$ cat config.mk
export PLATFORM = sky130hd
export DESIGN_NAME = tmr_timer8
export DESIGN_NICKNAME = d
export VERILOG_FILES = /design/src/verilog/tmr_timer8.v
export VERILOG_INCLUDE_DIRS = /design/src /design/src/inc
export SDC_FILE = /design/constraint.sdc
export NUM_CORES = 1
export LEC_CHECK = 0
export ABC_CLOCK_PERIOD_IN_PS = 3370
export BUFFER_PORTS_ARGS = -buffer_cell sky130_fd_sc_hd__buf_2
export CORE_MARGIN = 2
export CORE_UTILIZATION = 25
export CTS_BUF_LIST = sky130_fd_sc_hd__clkbuf_8
export DETAILED_ROUTE_END_ITERATION = 10
export PLACE_DENSITY = 0.43
export SYNTH_ARGS = -nofsm -noshare
export SYNTH_HDL_FRONTEND = slang
export SYNTH_SLANG_ARGS = --single-unit
$ cat constraint.sdc
create_clock -name i_clk_sys -period 3.37 [get_ports i_clk_sys]
set_clock_uncertainty 0.2 [all_clocks]
set_input_delay 0.674 -clock i_clk_sys [delete_from_list [all_inputs] [get_ports i_clk_sys]]
set_output_delay 0.674 -clock i_clk_sys [all_outputs]
set_load 0.005 [all_outputs]
$ cat src/inc/tmr_consts.vh
`ifndef TMR_CONSTS_VH
`define TMR_CONSTS_VH

// register byte addresses
`define TMR_ADDR_CONTROL 8'h00
`define TMR_ADDR_COUNT 8'h04
`define TMR_ADDR_COMPARE 8'h08
`define TMR_ADDR_MASK 8'h0C
`define TMR_ADDR_FLAGS 8'h10

// control fields
`define TMR_CTL_FORCE 7
`define TMR_CTL_WGM0 6
`define TMR_CTL_COM_HI 5
`define TMR_CTL_COM_LO 4
`define TMR_CTL_WGM1 3
`define TMR_CTL_CS_HI 2
`define TMR_CTL_CS_LO 0

// mask and flag bit positions
`define TMR_BIT_OVF 1
`define TMR_BIT_CMP 0

// waveform modes {wgm1,wgm0}
`define TMR_WGM_NORMAL 2'h0
`define TMR_WGM_PHASE 2'h1
`define TMR_WGM_CTC 2'h2
`define TMR_WGM_FAST 2'h3

// compare output modes
`define TMR_COM_OFF 2'h0
`define TMR_COM_TOGGLE 2'h1
`define TMR_COM_CLEAR 2'h2
`define TMR_COM_SET 2'h3

// clock select codes
`define TMR_CS_STOP 3'h0
`define TMR_CS_DIV1 3'h1
`define TMR_CS_DIV8 3'h2
`define TMR_CS_DIV64 3'h3
`define TMR_CS_DIV256 3'h4
`define TMR_CS_DIV1024 3'h5
`define TMR_CS_EXT_FALL 3'h6
`define TMR_CS_EXT_RISE 3'h7

// prescaler tap masks (low bits all ones marks the tap)
`define TMR_PRE_W 10
`define TMR_PRE_M8 10'h007
`define TMR_PRE_M64 10'h03F
`define TMR_PRE_M256 10'h0FF
`define TMR_PRE_M1024 10'h3FF

// counter limits and reset values
`define TMR_MAX 8'hFF
`define TMR_BOTTOM 8'h00
`define TMR_RST8 8'h00

// axi responses
`define TMR_RESP_OKAY 2'h0
`define TMR_RESP_SLVERR 2'h2

`endif

$ cat src/verilog/tmr_timer8.v
`include "tmr_consts.vh"

module tmr_timer8
(
	// clock and reset
	input wire i_clk_sys,
	input wire i_rst_n,
	// axi4-lite write address
	input wire i_s_axi_awvalid,
	output wire o_s_axi_awready,
	input wire [7:0] i_s_axi_awaddr,
	// axi4-lite write data
	input wire i_s_axi_wvalid,
	output wire o_s_axi_wready,
	input wire [31:0] i_s_axi_wdata,
	input wire [3:0] i_s_axi_wstrb,
	// axi4-lite write response
	output wire o_s_axi_bvalid,
	input wire i_s_axi_bready,
	output wire [1:0] o_s_axi_bresp,
	// axi4-lite read address
	input wire i_s_axi_arvalid,
	output wire o_s_axi_arready,
	input wire [7:0] i_s_axi_araddr,
	// axi4-lite read data
	output wire o_s_axi_rvalid,
	input wire i_s_axi_rready,
	output wire [31:0] o_s_axi_rdata,
	output wire [1:0] o_s_axi_rresp,
	// interrupt handshake with the cpu
	input wire i_global_irq_en,
	input wire i_ovf_vec_ack,
	input wire i_cmp_vec_ack,
	output wire o_ovf_irq,
	output wire o_cmp_irq,
	// compare output pin and its port
	input wire i_port_dir_out,
	input wire i_port_data,
	output wire o_compare_output_pin,
	output wire o_compare_output_pin_oe_n,
	// external count pin
	input wire i_external_count_pin
);

	// software registers
	reg [6:0] ctl_reg;
	reg [7:0] count_reg;
	reg [7:0] compare_reg;
	reg [7:0] cmp_act_reg;
	reg [1:0] mask_reg;
	reg [1:0] flags_reg;
	reg oc_reg;
	reg down_reg;
	reg block_reg;
	reg [`TMR_PRE_W-1:0] pre_reg;
	reg ext_s1_reg;
	reg ext_s2_reg;
	reg ext_prev_reg;

	// axi state
	reg aw_full_reg;
	reg [7:0] aw_addr_reg;
	reg w_full_reg;
	reg [31:0] w_data_reg;
	reg w_strb0_reg;
	reg bvalid_reg;
	reg [1:0] bresp_reg;
	reg rvalid_reg;
	reg [31:0] rdata_reg;
	reg [1:0] rresp_reg;

	wire [1:0] wgm;
	wire [1:0] com;
	wire [2:0] cs;
	wire is_pwm;
	wire do_write;
	wire wr_ctl;
	wire wr_cnt;
	wire wr_cmp;
	wire wr_msk;
	wire wr_flg;
	wire wr_hit;
	reg tick;
	wire at_top;
	wire match;
	wire ext_rise;
	wire ext_fall;
	wire top_cmp;
	reg [7:0] count_next;
	reg down_next;
	reg oc_next;
	reg ovf_set;
	reg [7:0] rd_val;
	reg rd_hit;

	assign wgm = {ctl_reg[`TMR_CTL_WGM1], ctl_reg[`TMR_CTL_WGM0]};
	assign com = ctl_reg[`TMR_CTL_COM_HI:`TMR_CTL_COM_LO];
	assign cs = ctl_reg[`TMR_CTL_CS_HI:`TMR_CTL_CS_LO];
	assign is_pwm = ctl_reg[`TMR_CTL_WGM0];

	// axi4-lite write path
	assign o_s_axi_awready = ~aw_full_reg;
	assign o_s_axi_wready = ~w_full_reg;
	assign o_s_axi_bvalid = bvalid_reg;
	assign o_s_axi_bresp = bresp_reg;
	assign do_write = aw_full_reg & w_full_reg & ~bvalid_reg;
	assign wr_ctl = do_write & w_strb0_reg & (aw_addr_reg == `TMR_ADDR_CONTROL);
	assign wr_cnt = do_write & w_strb0_reg & (aw_addr_reg == `TMR_ADDR_COUNT);
	assign wr_cmp = do_write & w_strb0_reg & (aw_addr_reg == `TMR_ADDR_COMPARE);
	assign wr_msk = do_write & w_strb0_reg & (aw_addr_reg == `TMR_ADDR_MASK);
	assign wr_flg = do_write & w_strb0_reg & (aw_addr_reg == `TMR_ADDR_FLAGS);
	assign wr_hit = (aw_addr_reg == `TMR_ADDR_CONTROL) | (aw_addr_reg == `TMR_ADDR_COUNT)
		| (aw_addr_reg == `TMR_ADDR_COMPARE) | (aw_addr_reg == `TMR_ADDR_MASK)
		| (aw_addr_reg == `TMR_ADDR_FLAGS);

	always @(posedge i_clk_sys or negedge i_rst_n)
	begin
		if (!i_rst_n)
		begin
			aw_full_reg <= 1'b0;
			aw_addr_reg <= 8'h00;
			w_full_reg <= 1'b0;
			w_data_reg <= 32'h00000000;
			w_strb0_reg <= 1'b0;
			bvalid_reg <= 1'b0;
			bresp_reg <= `TMR_RESP_OKAY;
		end
		else
		begin
			if (i_s_axi_awvalid && !aw_full_reg)
			begin
				aw_full_reg <= 1'b1;
				aw_addr_reg <= {i_s_axi_awaddr[7:2], 2'b00};
			end
			if (i_s_axi_wvalid && !w_full_reg)
			begin
				w_full_reg <= 1'b1;
				w_data_reg <= i_s_axi_wdata;
				w_strb0_reg <= i_s_axi_wstrb[0];
			end
			if (do_write)
			begin
				bvalid_reg <= 1'b1;
				bresp_reg <= wr_hit ? `TMR_RESP_OKAY : `TMR_RESP_SLVERR;
			end
			if (bvalid_reg && i_s_axi_bready)
			begin
				bvalid_reg <= 1'b0;
				aw_full_reg <= 1'b0;
				w_full_reg <= 1'b0;
			end
		end
	end

	// axi4-lite read path
	assign o_s_axi_arready = ~rvalid_reg;
	assign o_s_axi_rvalid = rvalid_reg;
	assign o_s_axi_rdata = rdata_reg;
	assign o_s_axi_rresp = rresp_reg;

	always @*
	begin
		rd_val = 8'h00;
		rd_hit = 1'b1;
		case ({i_s_axi_araddr[7:2], 2'b00})
			// force strobe always reads zero
			`TMR_ADDR_CONTROL: rd_val = {1'b0, ctl_reg};
			`TMR_ADDR_COUNT: rd_val = count_reg;
			`TMR_ADDR_COMPARE: rd_val = compare_reg;
			`TMR_ADDR_MASK: rd_val = {6'h00, mask_reg};
			`TMR_ADDR_FLAGS: rd_val = {6'h00, flags_reg};
			default: rd_hit = 1'b0;
		endcase
	end

	always @(posedge i_clk_sys or negedge i_rst_n)
	begin
		if (!i_rst_n)
		begin
			rvalid_reg <= 1'b0;
			rdata_reg <= 32'h00000000;
			rresp_reg <= `TMR_RESP_OKAY;
		end
		else if (i_s_axi_arvalid && !rvalid_reg)
		begin
			rvalid_reg <= 1'b1;
			rdata_reg <= {24'h000000, rd_val};
			rresp_reg <= rd_hit ? `TMR_RESP_OKAY : `TMR_RESP_SLVERR;
		end
		else if (rvalid_reg && i_s_axi_rready)
		begin
			rvalid_reg <= 1'b0;
		end
	end

	// clock source
	// two-flop synchroniser then edge detector; the pin counts whatever
	// drives it, port direction is never looked at
	assign ext_rise = ext_s2_reg & ~ext_prev_reg;
	assign ext_fall = ~ext_s2_reg & ext_prev_reg;

	always @*
	begin
		case (cs)
			`TMR_CS_STOP: tick = 1'b0;
			`TMR_CS_DIV1: tick = 1'b1;
			`TMR_CS_DIV8: tick = (pre_reg & `TMR_PRE_M8) == `TMR_PRE_M8;
			`TMR_CS_DIV64: tick = (pre_reg & `TMR_PRE_M64) == `TMR_PRE_M64;
			`TMR_CS_DIV256: tick = (pre_reg & `TMR_PRE_M256) == `TMR_PRE_M256;
			`TMR_CS_DIV1024: tick = pre_reg == `TMR_PRE_M1024;
			`TMR_CS_EXT_FALL: tick = ext_fall;
			`TMR_CS_EXT_RISE: tick = ext_rise;
			default: tick = 1'b0;
		endcase
	end

	// counter
	assign at_top = (wgm == `TMR_WGM_CTC) ? (count_reg == cmp_act_reg)
		: (count_reg == `TMR_MAX);
	// continuous equality, blocked on the tick after a software write to the count
	assign match = tick & (count_reg == cmp_act_reg) & ~block_reg;
	// pwm special case: compare at top with upper mode bit ignores the match
	assign top_cmp = is_pwm & com[1] & (cmp_act_reg == `TMR_MAX);

	always @*
	begin
		count_next = count_reg;
		down_next = down_reg;
		ovf_set = 1'b0;
		if (tick)
		begin
			case (wgm)
				`TMR_WGM_PHASE:
				begin
					if (!down_reg && count_reg == `TMR_MAX)
					begin
						down_next = 1'b1;
						count_next = count_reg - 8'h01;
					end
					else if (down_reg && count_reg == `TMR_BOTTOM)
					begin
						down_next = 1'b0;
						ovf_set = 1'b1;
						count_next = count_reg + 8'h01;
					end
					else
						count_next = down_reg ? count_reg - 8'h01 : count_reg + 8'h01;
				end
				`TMR_WGM_CTC:
				begin
					down_next = 1'b0;
					ovf_set = count_reg == `TMR_MAX;
					count_next = (count_reg == cmp_act_reg) ? `TMR_BOTTOM
						: count_reg + 8'h01;
				end
				default:
				begin
					down_next = 1'b0;
					ovf_set = count_reg == `TMR_MAX;
					count_next = count_reg + 8'h01;
				end
			endcase
		end
	end

	// waveform output
	always @*
	begin
		oc_next = oc_reg;
		if (tick)
		begin
			case (wgm)
				`TMR_WGM_FAST:
				begin
					if (match && !top_cmp && com == `TMR_COM_CLEAR)
						oc_next = 1'b0;
					else if (match && !top_cmp && com == `TMR_COM_SET)
						oc_next = 1'b1;
					if (at_top && com[1])
						oc_next = ~com[0];
				end
				`TMR_WGM_PHASE:
				begin
					if (match && !top_cmp && com[1])
						oc_next = down_reg ? ~com[0] : com[0];
					if (top_cmp && at_top && !down_reg)
						oc_next = ~com[0];
				end
				default:
				begin
					if (match)
					begin
						case (com)
							`TMR_COM_TOGGLE: oc_next = ~oc_reg;
							`TMR_COM_CLEAR: oc_next = 1'b0;
							`TMR_COM_SET: oc_next = 1'b1;
							default: oc_next = oc_reg;
						endcase
					end
				end
			endcase
		end
	end

	// pin mux: compare output wins over the port while any mode bit is set
	assign o_compare_output_pin = (com != `TMR_COM_OFF) ? oc_reg : i_port_data;
	// enable is active low; driver only on when direction says output
	assign o_compare_output_pin_oe_n = ~i_port_dir_out;

	// interrupts
	assign o_ovf_irq = flags_reg[`TMR_BIT_OVF] & mask_reg[`TMR_BIT_OVF] & i_global_irq_en;
	assign o_cmp_irq = flags_reg[`TMR_BIT_CMP] & mask_reg[`TMR_BIT_CMP] & i_global_irq_en;

	// state registers
	always @(posedge i_clk_sys or negedge i_rst_n)
	begin
		if (!i_rst_n)
		begin
			ctl_reg <= 7'h00;
			count_reg <= `TMR_RST8;
			compare_reg <= `TMR_RST8;
			cmp_act_reg <= `TMR_RST8;
			mask_reg <= 2'h0;
			flags_reg <= 2'h0;
			oc_reg <= 1'b0;
			down_reg <= 1'b0;
			block_reg <= 1'b0;
			pre_reg <= {`TMR_PRE_W{1'b0}};
			ext_s1_reg <= 1'b0;
			ext_s2_reg <= 1'b0;
			ext_prev_reg <= 1'b0;
		end
		else
		begin
			pre_reg <= pre_reg + 1'b1;
			ext_s1_reg <= i_external_count_pin;
			ext_s2_reg <= ext_s1_reg;
			ext_prev_reg <= ext_s2_reg;
			oc_reg <= oc_next;
			down_reg <= down_next;
			if (wr_ctl)
				ctl_reg <= w_data_reg[6:0];
			if (wr_cmp)
				compare_reg <= w_data_reg[7:0];
			if (wr_msk)
				mask_reg <= {w_data_reg[`TMR_BIT_OVF], w_data_reg[`TMR_BIT_CMP]};
			// active compare: immediate outside PWM, at top inside it
			if (!is_pwm
				|| (wgm == `TMR_WGM_PHASE && tick && at_top && !down_reg)
				|| (wgm == `TMR_WGM_FAST && tick && at_top))
				cmp_act_reg <= compare_reg;
			// software write to the count wins over a tick in the same cycle
			if (wr_cnt)
			begin
				count_reg <= w_data_reg[7:0];
				block_reg <= 1'b1;
			end
			else
			begin
				count_reg <= count_next;
				if (tick)
					block_reg <= 1'b0;
			end
			// flags: hardware set wins over any clear in the same cycle
			if (ovf_set)
				flags_reg[`TMR_BIT_OVF] <= 1'b1;
			else if (i_ovf_vec_ack || (wr_flg && w_data_reg[`TMR_BIT_OVF]))
				flags_reg[`TMR_BIT_OVF] <= 1'b0;
			if (match)
				flags_reg[`TMR_BIT_CMP] <= 1'b1;
			else if (i_cmp_vec_ack || (wr_flg && w_data_reg[`TMR_BIT_CMP]))
				flags_reg[`TMR_BIT_CMP] <= 1'b0;
		end
	end

endmodule

==> summary.txt <==
Outcome
  – Status: completed

Synth
  – Seq/Total Area, Yosys: 0.4512
  – Share of the synthesized area in the top cell type: 0.4512
  – Yosys Warn Count: 0
  – Synth async-reset ratio: 1.000
  – Top_reg_cell synth: dfrtp_1
  – Syn avg cell area: 10.22 sq um
  – Number of synthesized flops with an enable pin: 0
  – Syn Inst Count: 434
  – Cell Area, Synth: 4437 sq um
  – Post-synthesis cell type count: 58
  – FF+latch count, synth: 80
  – Synth top area cells: dfrtp_1, mux2_2, buf_4, o21ai_0, nand2_1
  – Yosys top cell by area: dfrtp_1

Layout
  – # diodes: 0
  – Layout area overhead: 13.99%
  – Max reg flops: 10
  – Final nets: 559
  – Filler cell count: 1,845
  – Layout cells sized above 1: 0.2607

Power
  – Clock power share: 0.206
  – Maximum VDD drop: 0.4232 mV
  – Sw Pwr: 1.443 mW
  – PwrDens: 719.3 nW/um^2
  – Pleak: 2.295 nW
  – Cell-internal power: 2.194 mW
  – Sequential share of power: 0.442
  – Net Sw Frac: 0.3968
  – Logic pwr share: 0.351

Critical path
  – Crit path from: count_reg[1]
  – Worst Path Class, Setup: reg2reg
  – Critical path data required time: 3.42 ns
  – Crit path launch type: flip-flop
  – Worst setup EP type: flip-flop
  – CP Max Fanout: 9
  – R2R Path Start: count_reg[1]
  – Arr. time, crit path: 2.96 ns

CTS
  – CTS tree: yes
  – # Post-CTS Setup Buffers: 0
  – CTS sink cnt: 80
  – H-tree depth: 3
  – Hold Buf Count CTS: 0
  – Worst-path clk slew: 0.09 ns
  – Resized cells post-CTS: 0
  – Inserted Clock Buffers: 9
  – CTS root buffer: clkbuf_8
  – Max clock buf depth: 2
  – Clk_lat worst skew: 0.37 ns

Hold path
  – Hold Path Class: reg2reg
  – Hold path start: ext_s1_reg

Placed design
  – Hpwl dp: 8213 microns
  – Gp weighted congestion: 0.8691
  – DP Worst Slack: 0.5286 ns
  – Port-buffer cells: 52

Routing
  – Routed len/inst: 15.52 microns
  – Post-route DRC: 0
  – Remaining antenna violation count: 0
  – TritonRoute pass-1 iters: 4
  – 1st-iter DRT viols: 118
  – WL final: 11,120 microns
  – DR vias: 3,329
  – Vias/cell: 4.649

Global routing
  – Largest net degree at the start of global routing: 81
  – Initial antenna violation count: 0
  – First-pass GRT wire length: 18,130 microns
  – Congestion Overflow GR: 0
  – All-Layer GR Usage: 0.1263
  – Vias in the first global route: 3,339

STA
  – Worst slew pin tran: 1.031 ns
  – RSZ-0062 raised after global routing: no
  – Final-report setup violation count: 0
  – Tcrit/Tclk final: 0.8630
  – Final Hold Fails: 0
  – Final setup margin: 0.4617 ns
  – Count of final max-slew check failures: 0
  – Post-route setup TNS: 0 ns
  – Highest clock rate: 343.8 MHz
  – Slew margin rel.: 0.3126
  – Final worst path period need: 2.908 ns

Flow run
  – Max Cap Viol: 0

Floorplanning
  – Core area: 17,300 sq um
  – Die Wd: 137.2 microns
  – Initial Util: 0.2565
  – Row count: 48
  – IO Pins: 110
  – Die area: 18,830 sq um
  – Die Span Y: 137.2 microns
Yosys cell counts (7+ instances only):
cell type	count
dfrtp_1	80
mux2_2	39
nand2_1	36
o21ai_0	31
buf_4	27
nor2_1	22
nand3_1	20
inv_1	19
clkbuf_1	12
a21oi_1	11
nor3_1	11
mux2i_1	10
and3_1	9
nor2b_1	8
xor2_1	8
ha_1	7
final timing paths:
| kind | endpoint | slack [ns] | cells past startpoint |
|---|---|---|---|
| max | count_reg[6] | 0.46 | 9 |
| min | ext_s2_reg | 0.15 | 0 |
| max reg2reg | count_reg[6] | 0.46 | 9 |
| min reg2reg | ext_s2_reg | 0.15 | 0 |
| max in group asynchronous | o_s_axi_rdata[5] | 2.02 | 1 |
| min in group asynchronous | pre_reg[8] | 0.27 | 1 |
cell type report:
cell class / instances / area (sq um) / area share
Clock buffer: 11 / 151.4 / 0.02994
Timing Repair Buffer: 62 / 337.8 / 0.06680
Clock inverter: 4 / 52.55 / 0.01039
Multi-Input combinational cell: 315 / 2161 / 0.4273
Tap cell: 225 / 281.5 / 0.05567
Sequential cell: 80 / 2002 / 0.3958
Inverter: 19 / 71.32 / 0.01410
routing by layer:
metal,share of wire,track usage
met2,0.47,0.1998
met4,0.013,0.03666
met5,0,0
met1,0.47,0.1692
met3,0.049,0.03422
per-stage QoR:
stage                     hold WS [ns]  cell area [sq um]  total power, mW  std cells  utilization
after detailed placement        0.1347               4853            2.922        701       0.2806
after CTS                       0.1542               5057            3.692        716       0.2924
final                           0.1518               5057            3.638        716       0.2924
after global placement          0.1370               4853            2.908        701       0.2806
after global routing            0.1695               5057            3.909        716       0.2924
after floorplan                 0.1312               4531            2.491        459            -
power groups by stage:
stage / registers (mW) / clock network, mW / logic [mW]
2_1_floorplan: 1.44 / 0 / 1.05
3_3_place_gp: 1.64 / 0 / 1.27
3_5_place_dp: 1.64 / 0 / 1.28
4_1_cts: 1.62 / 0.784 / 1.29
5_1_grt: 1.67 / 0.821 / 1.42
6_report: 1.61 / 0.751 / 1.28
kinds of logic after synthesis:
group                      after synthesis  synth area share
AOI/OAI and AO/OA                       83            0.1294
xor gates and xnor gates                15           0.03299
adders and majority gates                7           0.01974
buffers and inverters                   64           0.08291
DFF                                     80            0.4512
muxes                                   49            0.1215
other                                    1         0.0008452
and+or+nand+nor                        135            0.1613
critical path, stage by stage, from the launching register on:
cell,delay (ns)
dfrtp_1,0.55
ha_1,0.39
nand3_1,0.13
or2_2,0.36
and2_1,0.21
a221oi_2,0.22
buf_4,0.21
o221ai_1,0.14
a221oi_1,0.32
nor2_1,0.07
cell usage in the layout (no fill, tap or decap), drive strengths merged, types with 7 or more instances in the layout:
cell    instances
mux2i          10
a21oi          11
dfrtp          80
conb           26
inv            20
nor3           11
clkbuf         11
o21ai          32
ha              7
mux2           39
and3            9
nor2           23
xor2           10
nand2          36
buf            62
nand3          20
nor2b           8
Note: power is estimated with default switching activity, not from simulation.
